==> src/rtl/ir_mod_regs.vh <==
// Register map, field positions and reset values of the infrared modulator output stage
`ifndef IR_MOD_REGS_VH
`define IR_MOD_REGS_VH
`define ADDR_W 4
`define OFF_PIN_OUTPUT_CONTROL 4'h0
`define OFF_MODULATOR_STATUS_CONTROL 4'h1
`define OFF_MARK_PERIOD_HIGH 4'h2
`define OFF_MARK_PERIOD_LOW 4'h3
`define OFF_SPACE_PERIOD_HIGH 4'h4
`define OFF_SPACE_PERIOD_LOW 4'h5
`define OFF_IRQ_STATUS 4'h6
`define OFF_IRQ_ENABLE 4'h7
`define OFF_IRQ_CLEAR 4'h8
`define OFF_MOD_STATE 4'h9
`define BIT_LATCH 7
`define BIT_POL 6
`define BIT_PIN_EN 5
`define BIT_END_OF_CYCLE_FLAG 7
`define BIT_DIV_HI 6
`define BIT_DIV_LO 5
`define BIT_EXTENDED_SPACE_ENABLE 4
`define BIT_BASEBAND_SELECT 3
`define BIT_FSK 2
`define BIT_END_OF_CYCLE_IRQ_ENABLE 1
`define BIT_MODULATOR_CARRIER_ENABLE 0
`define RST_PIN_OUTPUT_CONTROL 8'h00
`define RST_MODULATOR_STATUS_CONTROL 8'h00
`define RST_MSC_CTRL 7'h00
`define RST_PERIOD 8'h00
`define IRQ_EOC 0
`define IRQ_START 1
`endif

==> src/rtl/clock_prescaler.v <==
// Divide-by-1/2/4/8 clock-enable generator for the modulator
`timescale 1ns/1ps
module clock_prescaler (
    input wire i_clock,
    input wire i_rst_b,
    input wire i_ce,
    input wire i_run,
    input wire [1:0] i_sel,
    output reg o_tick
);
    reg [2:0] count_reg;
    reg [2:0] limit;
    always @* begin
        case (i_sel)
            2'h0: limit = 3'h0;
            2'h1: limit = 3'h1;
            2'h2: limit = 3'h3;
            default: limit = 3'h7;
        endcase
    end
    // Select applies at once; changing it mid-frame only shifts one tick
    always @(posedge i_clock) begin
        if (!i_rst_b) begin
            count_reg <= 3'h0;
            o_tick <= 1'b0;
        end else if (i_ce) begin
            if (!i_run) begin
                count_reg <= 3'h0;
                o_tick <= 1'b0;
            end else if (count_reg >= limit) begin
                count_reg <= 3'h0;
                o_tick <= 1'b1;
            end else begin
                count_reg <= count_reg + 3'h1;
                o_tick <= 1'b0;
            end
        end
    end
endmodule

==> src/rtl/pin_sync.v <==
// Three-stage synchroniser with agreement check for an off-domain input
`timescale 1ns/1ps
module pin_sync (
    input wire i_clock,
    input wire i_rst_b,
    input wire i_ce,
    input wire i_async,
    output reg o_level
);
    reg s1_reg;
    reg s2_reg;
    reg s3_reg;
    always @(posedge i_clock) begin
        if (!i_rst_b) begin
            s1_reg <= 1'b0;
            s2_reg <= 1'b0;
            s3_reg <= 1'b0;
            o_level <= 1'b0;
        end else if (i_ce) begin
            s1_reg <= i_async;
            s2_reg <= s1_reg;
            s3_reg <= s2_reg;
            // Only the later two stages are compared; the first may be metastable
            if (s2_reg == s3_reg) begin
                o_level <= s3_reg;
            end
        end
    end
endmodule

==> src/rtl/ir_modulator_output_status.v <==
// Infrared modulator output pin stage, status/control register and end-of-cycle logic
// How it works
// - Polarity bit 1 drives pin active high; 0 inverts the selected source.
// - Pin enabled: modulator output when enable set or a cycle still runs, else the software latch bit.
// - Pin enable 0 or reset puts the infrared pin in high impedance.
// - Flag bit 7 sets when enable rises while the modulator is idle.
// - While enabled, flag sets when down counter matches the space period register.
// - At each match, counter reloads from mark buffer, space register from space buffer.
// - Flag clears only after status read followed by access to the mark or space period low register.
// - Re-enable before the cycle ends sets no flag then; flag comes at cycle end.
// - Prescaler code in bits 6 to 5 divides the clock by 1, 2, 4 or 8.
// - Bit 4 enables extended space operation when 1.
// - Interrupt requested while the flag and its interrupt enable are both set.
// - Latch write moves pin when modulator off and pin enabled; read returns latch.
`timescale 1ns/1ps
`include "ir_mod_regs.vh"
module ir_modulator_output_status (
    input wire i_clock,
    input wire i_rst_b,
    input wire i_ce,
    input wire [`ADDR_W-1:0] i_address,
    input wire i_read,
    input wire i_write,
    input wire [31:0] i_writedata,
    output reg [31:0] o_readdata,
    output reg o_waitrequest,
    input wire i_carrier,
    output reg o_infrared_output_pin,
    output reg o_infrared_output_pin_oe,
    output reg o_extended_space_enable,
    output reg o_frequency_shift_select,
    output reg o_baseband_select,
    output reg o_modulator_active,
    output reg o_irq
);
    reg [7:0] pin_output_control_reg;
    reg [6:0] msc_ctrl_reg;
    reg end_of_cycle_flag_reg;
    reg armed_reg;
    reg [7:0] mark_period_high_reg;
    reg [7:0] mark_period_low_reg;
    reg [7:0] space_period_high_reg;
    reg [7:0] space_period_low_reg;
    reg [15:0] down_counter_reg;
    reg [15:0] space_period_reg;
    reg active_reg;
    reg mod_out_reg;
    reg [1:0] irq_status_reg;
    reg [1:0] irq_enable_reg;
    reg ack_reg;
    reg [31:0] rdata_next;
    wire carrier_sync;
    wire tick;
    wire modulator_carrier_enable;
    wire access;
    wire wr_hit;
    wire rd_hit;
    wire match;
    wire start_event;
    wire eoc_event;
    wire data_24_access;
    wire tx_out;
    wire pin_src;

    function is_reg;
        input [`ADDR_W-1:0] addr;
        input [`ADDR_W-1:0] off;
        begin
            is_reg = (addr == off);
        end
    endfunction

    pin_sync u_carrier_sync (
        .i_clock(i_clock),
        .i_rst_b(i_rst_b),
        .i_ce(i_ce),
        .i_async(i_carrier),
        .o_level(carrier_sync)
    );

    clock_prescaler u_prescaler (
        .i_clock(i_clock),
        .i_rst_b(i_rst_b),
        .i_ce(i_ce),
        .i_run(active_reg),
        .i_sel(msc_ctrl_reg[`BIT_DIV_HI:`BIT_DIV_LO]),
        .o_tick(tick)
    );

    assign modulator_carrier_enable = msc_ctrl_reg[`BIT_MODULATOR_CARRIER_ENABLE];
    // One wait state: every access completes at the edge after it is first seen
    assign access = (i_read | i_write) & ~ack_reg & i_ce;
    assign wr_hit = access & i_write;
    assign rd_hit = access & i_read;
    assign data_24_access = access & (is_reg(i_address, `OFF_MARK_PERIOD_LOW) |
        is_reg(i_address, `OFF_SPACE_PERIOD_LOW));
    assign match = active_reg & tick & (down_counter_reg == space_period_reg);
    assign eoc_event = match & modulator_carrier_enable;
    // A cycle still running means re-enable is no fresh start
    assign start_event = wr_hit & is_reg(i_address, `OFF_MODULATOR_STATUS_CONTROL) &
        i_writedata[`BIT_MODULATOR_CARRIER_ENABLE] & ~modulator_carrier_enable & ~active_reg;
    assign tx_out = mod_out_reg & (msc_ctrl_reg[`BIT_BASEBAND_SELECT] | carrier_sync);
    assign pin_src = (modulator_carrier_enable | active_reg) ? tx_out :
        pin_output_control_reg[`BIT_LATCH];

    always @(posedge i_clock) begin
        if (!i_rst_b) begin
            ack_reg <= 1'b0;
            o_waitrequest <= 1'b1;
            o_readdata <= 32'h00000000;
        end else if (i_ce) begin
            ack_reg <= access;
            o_waitrequest <= ~access;
            o_readdata <= access ? rdata_next : 32'h00000000;
        end
    end

    always @* begin
        rdata_next = 32'h00000000;
        case (i_address)
            `OFF_PIN_OUTPUT_CONTROL: rdata_next[7:0] = pin_output_control_reg;
            `OFF_MODULATOR_STATUS_CONTROL: rdata_next[7:0] = {end_of_cycle_flag_reg, msc_ctrl_reg};
            `OFF_MARK_PERIOD_HIGH: rdata_next[7:0] = mark_period_high_reg;
            `OFF_MARK_PERIOD_LOW: rdata_next[7:0] = mark_period_low_reg;
            `OFF_SPACE_PERIOD_HIGH: rdata_next[7:0] = space_period_high_reg;
            `OFF_SPACE_PERIOD_LOW: rdata_next[7:0] = space_period_low_reg;
            `OFF_IRQ_STATUS: rdata_next[1:0] = irq_status_reg;
            `OFF_IRQ_ENABLE: rdata_next[1:0] = irq_enable_reg;
            `OFF_MOD_STATE: rdata_next[1:0] = {mod_out_reg, active_reg};
            default: rdata_next = 32'h00000000;
        endcase
    end

    always @(posedge i_clock) begin
        if (!i_rst_b) begin
            pin_output_control_reg <= `RST_PIN_OUTPUT_CONTROL;
            msc_ctrl_reg <= `RST_MSC_CTRL;
            mark_period_high_reg <= `RST_PERIOD;
            mark_period_low_reg <= `RST_PERIOD;
            space_period_high_reg <= `RST_PERIOD;
            space_period_low_reg <= `RST_PERIOD;
            irq_enable_reg <= 2'h0;
        end else if (i_ce && wr_hit) begin
            case (i_address)
                `OFF_PIN_OUTPUT_CONTROL: pin_output_control_reg <= {i_writedata[7:5], 5'h00};
                `OFF_MODULATOR_STATUS_CONTROL: msc_ctrl_reg <= i_writedata[6:0];
                `OFF_MARK_PERIOD_HIGH: mark_period_high_reg <= i_writedata[7:0];
                `OFF_MARK_PERIOD_LOW: mark_period_low_reg <= i_writedata[7:0];
                `OFF_SPACE_PERIOD_HIGH: space_period_high_reg <= i_writedata[7:0];
                `OFF_SPACE_PERIOD_LOW: space_period_low_reg <= i_writedata[7:0];
                `OFF_IRQ_ENABLE: irq_enable_reg <= i_writedata[1:0];
                default: irq_enable_reg <= irq_enable_reg;
            endcase
        end
    end

    // Modulator: mark counts down to zero, then the counter wraps and space runs until it equals the space value
    always @(posedge i_clock) begin
        if (!i_rst_b) begin
            active_reg <= 1'b0;
            mod_out_reg <= 1'b0;
            down_counter_reg <= 16'h0000;
            space_period_reg <= 16'h0000;
        end else if (i_ce) begin
            if (start_event) begin
                active_reg <= 1'b1;
                mod_out_reg <= 1'b1;
                down_counter_reg <= {mark_period_high_reg, mark_period_low_reg};
                space_period_reg <= {space_period_high_reg, space_period_low_reg};
            end else if (match) begin
                // Disabled cycle is allowed to expire, then output forced low
                active_reg <= modulator_carrier_enable;
                mod_out_reg <= modulator_carrier_enable;
                down_counter_reg <= {mark_period_high_reg, mark_period_low_reg};
                space_period_reg <= {space_period_high_reg, space_period_low_reg};
            end else if (active_reg && tick) begin
                down_counter_reg <= down_counter_reg - 16'h0001;
                if (down_counter_reg == 16'h0000) begin
                    mod_out_reg <= 1'b0;
                end
            end
        end
    end

    // Flag: set wins over the clear when both land in one cycle
    always @(posedge i_clock) begin
        if (!i_rst_b) begin
            end_of_cycle_flag_reg <= 1'b0;
            armed_reg <= 1'b0;
        end else if (i_ce) begin
            if (start_event || eoc_event) begin
                end_of_cycle_flag_reg <= 1'b1;
            end else if (armed_reg && data_24_access) begin
                end_of_cycle_flag_reg <= 1'b0;
            end
            if (rd_hit && is_reg(i_address, `OFF_MODULATOR_STATUS_CONTROL) && end_of_cycle_flag_reg) begin
                armed_reg <= 1'b1;
            end else if (data_24_access || !end_of_cycle_flag_reg) begin
                armed_reg <= 1'b0;
            end
        end
    end

    always @(posedge i_clock) begin
        if (!i_rst_b) begin
            irq_status_reg <= 2'h0;
        end else if (i_ce) begin
            irq_status_reg[`IRQ_EOC] <= eoc_event | (irq_status_reg[`IRQ_EOC] &
                ~(wr_hit & is_reg(i_address, `OFF_IRQ_CLEAR) & i_writedata[`IRQ_EOC]));
            irq_status_reg[`IRQ_START] <= start_event | (irq_status_reg[`IRQ_START] &
                ~(wr_hit & is_reg(i_address, `OFF_IRQ_CLEAR) & i_writedata[`IRQ_START]));
        end
    end

    always @(posedge i_clock) begin
        if (!i_rst_b) begin
            o_infrared_output_pin <= 1'b0;
            o_infrared_output_pin_oe <= 1'b0;
            o_extended_space_enable <= 1'b0;
            o_frequency_shift_select <= 1'b0;
            o_baseband_select <= 1'b0;
            o_modulator_active <= 1'b0;
            o_irq <= 1'b0;
        end else if (i_ce) begin
            o_infrared_output_pin <= pin_output_control_reg[`BIT_POL] ? pin_src : ~pin_src;
            o_infrared_output_pin_oe <= pin_output_control_reg[`BIT_PIN_EN];
            o_extended_space_enable <= msc_ctrl_reg[`BIT_EXTENDED_SPACE_ENABLE];
            o_frequency_shift_select <= msc_ctrl_reg[`BIT_FSK];
            o_baseband_select <= msc_ctrl_reg[`BIT_BASEBAND_SELECT];
            o_modulator_active <= active_reg;
            o_irq <= (end_of_cycle_flag_reg & msc_ctrl_reg[`BIT_END_OF_CYCLE_IRQ_ENABLE]) |
                (|(irq_status_reg & irq_enable_reg));
        end
    end
endmodule

==> config.mk <==
export PLATFORM = sky130hd
export DESIGN_NAME = ir_modulator_output_status
export DESIGN_NICKNAME = d
export VERILOG_FILES = /design/src/rtl/clock_prescaler.v /design/src/rtl/pin_sync.v /design/src/rtl/ir_modulator_output_status.v
export VERILOG_INCLUDE_DIRS = /design/src /design/src/rtl
export SDC_FILE = /design/constraint.sdc
export NUM_CORES = 1
export LEC_CHECK = 0
export BUFFER_PORTS_ARGS = -buffer_cell sky130_fd_sc_hd__buf_2
export CORE_ASPECT_RATIO = 0.8
export CORE_UTILIZATION = 45
export DETAILED_ROUTE_END_ITERATION = 10
export PLACE_DENSITY = 0.65
export SLEW_MARGIN = 20
export SYNTH_ARGS = -nofsm -noshare
export SYNTH_HDL_FRONTEND = slang
export SYNTH_SLANG_ARGS = --single-unit
==> constraint.sdc <==
create_clock -name i_clock -period 5.1 [get_ports i_clock]
set_input_delay 0.255 -clock i_clock [delete_from_list [all_inputs] [get_ports i_clock]]
set_output_delay 0.255 -clock i_clock [all_outputs]
set_load 0.05 [all_outputs]
==> results.sh <==
export IMPL_drc=18
export IMPL_rsz0062_at_grt="no"
export IMPL_clk_latency_ns=0.35
export IMPL_placed_cells=789
export IMPL_drive_gt1_share_pct=11.11
export IMPL_synthArstFlopShare_pct=0
export IMPL_synthDistinctLibCells=74
export IMPL_io_pin_count=82
export IMPL_fin_skew_ns=0.007271
export IMPL_overflow=0
export IMPL_synth_edf_count=0
export IMPL_dr_total_vias=4736
export IMPL_worstPathMaxFanout=24
export IMPL_cts_sinks=107
export IMPL_p_leak_nw=2.219
export IMPL_finalSetupViolCount=0
export IMPL_yosys_warnings=0
export IMPL_drtIter0Drc=473
export IMPL_ys_ff_latch=107
export IMPL_synth_top_area_share_pct=39.08
export IMPL_max_freq_mhz=404.0
export IMPL_ant_nets=0
export IMPL_max_slew_margin_pct=32.89
export IMPL_die_area_um2=12630
export IMPL_layout_common_cells="dfxtp_1, nand2_1, nor2_1"
export IMPL_cp_data_required_time_ns=5.33
export IMPL_start_util_pct=46.88
export IMPL_drtPass1Iterations=8
export IMPL_track_usage_pct=23.57
export IMPL_multi_input_area_um2=3022
export IMPL_row_count=35
export IMPL_post_route_period_util_pct=48.54
export IMPL_core_area_um2=11690
export IMPL_die_w_um=125.4
export IMPL_cts_root_buf="clkbuf_16"
export IMPL_critPathLaunchType="register"
export IMPL_status="finished with violations"
export IMPL_worstPathArrival_ns=2.71
export IMPL_path_clk_slew_ns=0.07
export IMPL_dp_hpwl_mm=10.30
export IMPL_ys_seq_area_share_pct=39.08
export IMPL_clk_path_buf_depth=2
export IMPL_port_buffers=33
export IMPL_gr_max_usage_layer="met2"
export IMPL_htreeDepth=3
export IMPL_syn_avg_cell_area_um2=8.512
export IMPL_use_met2_pct=35.41
export IMPL_fin_cells=805
export IMPL_nets=700
export IMPL_worstSetupPathType="reg -> reg"
export IMPL_grt_pass1_wl_mm=22.94
export IMPL_rrSetupSlack_ns=2.62
export IMPL_hold_class="in -> reg"
export IMPL_netlist_area_um2=5482
export IMPL_critPathCaptureType="register"
export IMPL_routabilityCongestion=0.8933
export IMPL_maxSlewViolCount=0
export IMPL_fin_crit_ns=2.475
export IMPL_grt_max_degree=79
export IMPL_ctsResizeCount=0
export IMPL_cts_buffers_inserted=9
export IMPL_num_fill_cells=1113
export IMPL_via_per_inst=5.883
export IMPL_routedWlPerCell_um=18.07
export IMPL_yosysTopAreaCell="dfxtp_1"
export IMPL_violations="DRC"
export IMPL_cts_tree="built"
export IMPL_hold_viol_final=0
export IMPL_routed_wl_mm=14.55
export IMPL_met3_usage_pct=6.423
export IMPL_holdBufCountCts=0
export IMPL_gr_usage_met1_pct=33.06
export IMPL_die_y_um=100.7
export IMPL_n_antenna_cell=0
export IMPL_synthFlopType="dfxtp_1"
export IMPL_tns_ns=0
export IMPL_synthTopCellsByArea="dfxtp_1, mux2i_1, nand2_1, nor2_1, a21oi_1"
export IMPL_grt_pass1_vias=4341
export IMPL_final_common_cell="dfxtp_1"
export IMPL_vdd_drop_max_uv=206.0
export IMPL_antenna_found_initial=0
export IMPL_worst_pin_slew_ns=1.007
export IMPL_maxCapViolations=0
export IMPL_seq_area_um2=2142
export IMPL_postCtsSetupBuffers=0
export IMPL_powerDensity_nw_per_um2=296.2
export IMPL_synthCells=644
export IMPL_area_growth_syn_to_layout_pct=8.309
## layer usage
metal / wire [um] / vias up
met3: 1117 / 24
met5: 0 / -
met2: 6392 / 178
met1: 6794 / 2279
li1: - / 2255
met4: 246 / 0
## per-stage QoR
stage          util, %  power [mW]  worst slack, ns  hold slack [ns]  instance area [um^2]
2_1_floorplan        -      0.9874            3.136           0.3989                  5568
3_3_place_gp     47.96       1.004            2.445           0.4406                  5608
3_5_place_dp     47.96       1.006            2.371           0.4534                  5608
4_1_cts          50.78       1.768            2.654           0.1460                  5937
5_1_grt          50.78       1.807            2.465           0.1594                  5937
6_report         50.78       1.759            2.625           0.1490                  5937
## cell families after synthesis
| logic type | after synthesis | synth area share, % |
|---|---|---|
| XOR/XNOR | 17 | 2.716 |
| AND/OR/NAND/NOR | 246 | 22.28 |
| other | 1 | 0.06841 |
| multiplexers | 61 | 11.16 |
| buffers and inverters | 75 | 7.373 |
| flip-flops | 107 | 39.08 |
| AO/OA/AOI/OAI | 131 | 15.96 |
| adder cells (fa/ha/maj) | 6 | 1.370 |
## final cells by class
| type | count | share of cell area [%] |
|---|---|---|
| timing repair buffer | 42 | 3.920 |
| sequential | 107 | 36.08 |
| tap | 148 | 3.119 |
| multi-input combinational | 485 | 50.90 |
| inverter | 7 | 0.4426 |
| clock inverter | 4 | 1.222 |
| clock buffer | 12 | 4.320 |
## final timing paths
path                                    from                            endpoint  depth (start not counted)
setup / recovery        ack_reg$_SDFFE_PN0P_   down_counter_reg[15]$_SDFFE_PN0P_                          8
hold / removal                     i_carrier  u_carrier_sync.s1_reg$_SDFFE_PN0P_                          3
setup reg to reg        ack_reg$_SDFFE_PN0P_   down_counter_reg[15]$_SDFFE_PN0P_                          8
hold reg to reg   o_readdata[0]$_SDFFE_PN0P_          o_readdata[0]$_SDFFE_PN0P_                          2
## power breakdown
part           total [mW]  internal [mW]  switching (mW)  leakage, nW
Sequential          0.848          0.842         0.00662        0.863
Clock               0.770          0.457           0.313        0.159
Combinational       0.140         0.0273           0.113         1.20
Total                1.76           1.33           0.433         2.22
## synthesized netlist by cell type (7+ instances only)
| library cell | count |
|---|---|
| a21oi_1 | 46 |
| a22oi_1 | 10 |
| and2_1 | 7 |
| buf_2 | 9 |
| buf_4 | 25 |
| clkbuf_1 | 27 |
| dfxtp_1 | 107 |
| mux2i_1 | 60 |
| nand2_1 | 85 |
| nand3_1 | 30 |
| nand4_1 | 7 |
| nor2_1 | 62 |
| nor3_1 | 13 |
| o21ai_0 | 13 |
| o22ai_1 | 7 |
| xnor2_1 | 16 |
## worst max-delay path: stages (launching register included)
cell and delay, ns:
dfxtp_1 0.35, and3b_1 0.19, buf_4 0.22, nand2_2 0.23, nor2_4 0.10, a21oi_2 0.49, buf_4 0.41, mux2i_1 0.26
o22ai_1 0.10
Note: power is estimated with default switching activity, not from simulation.
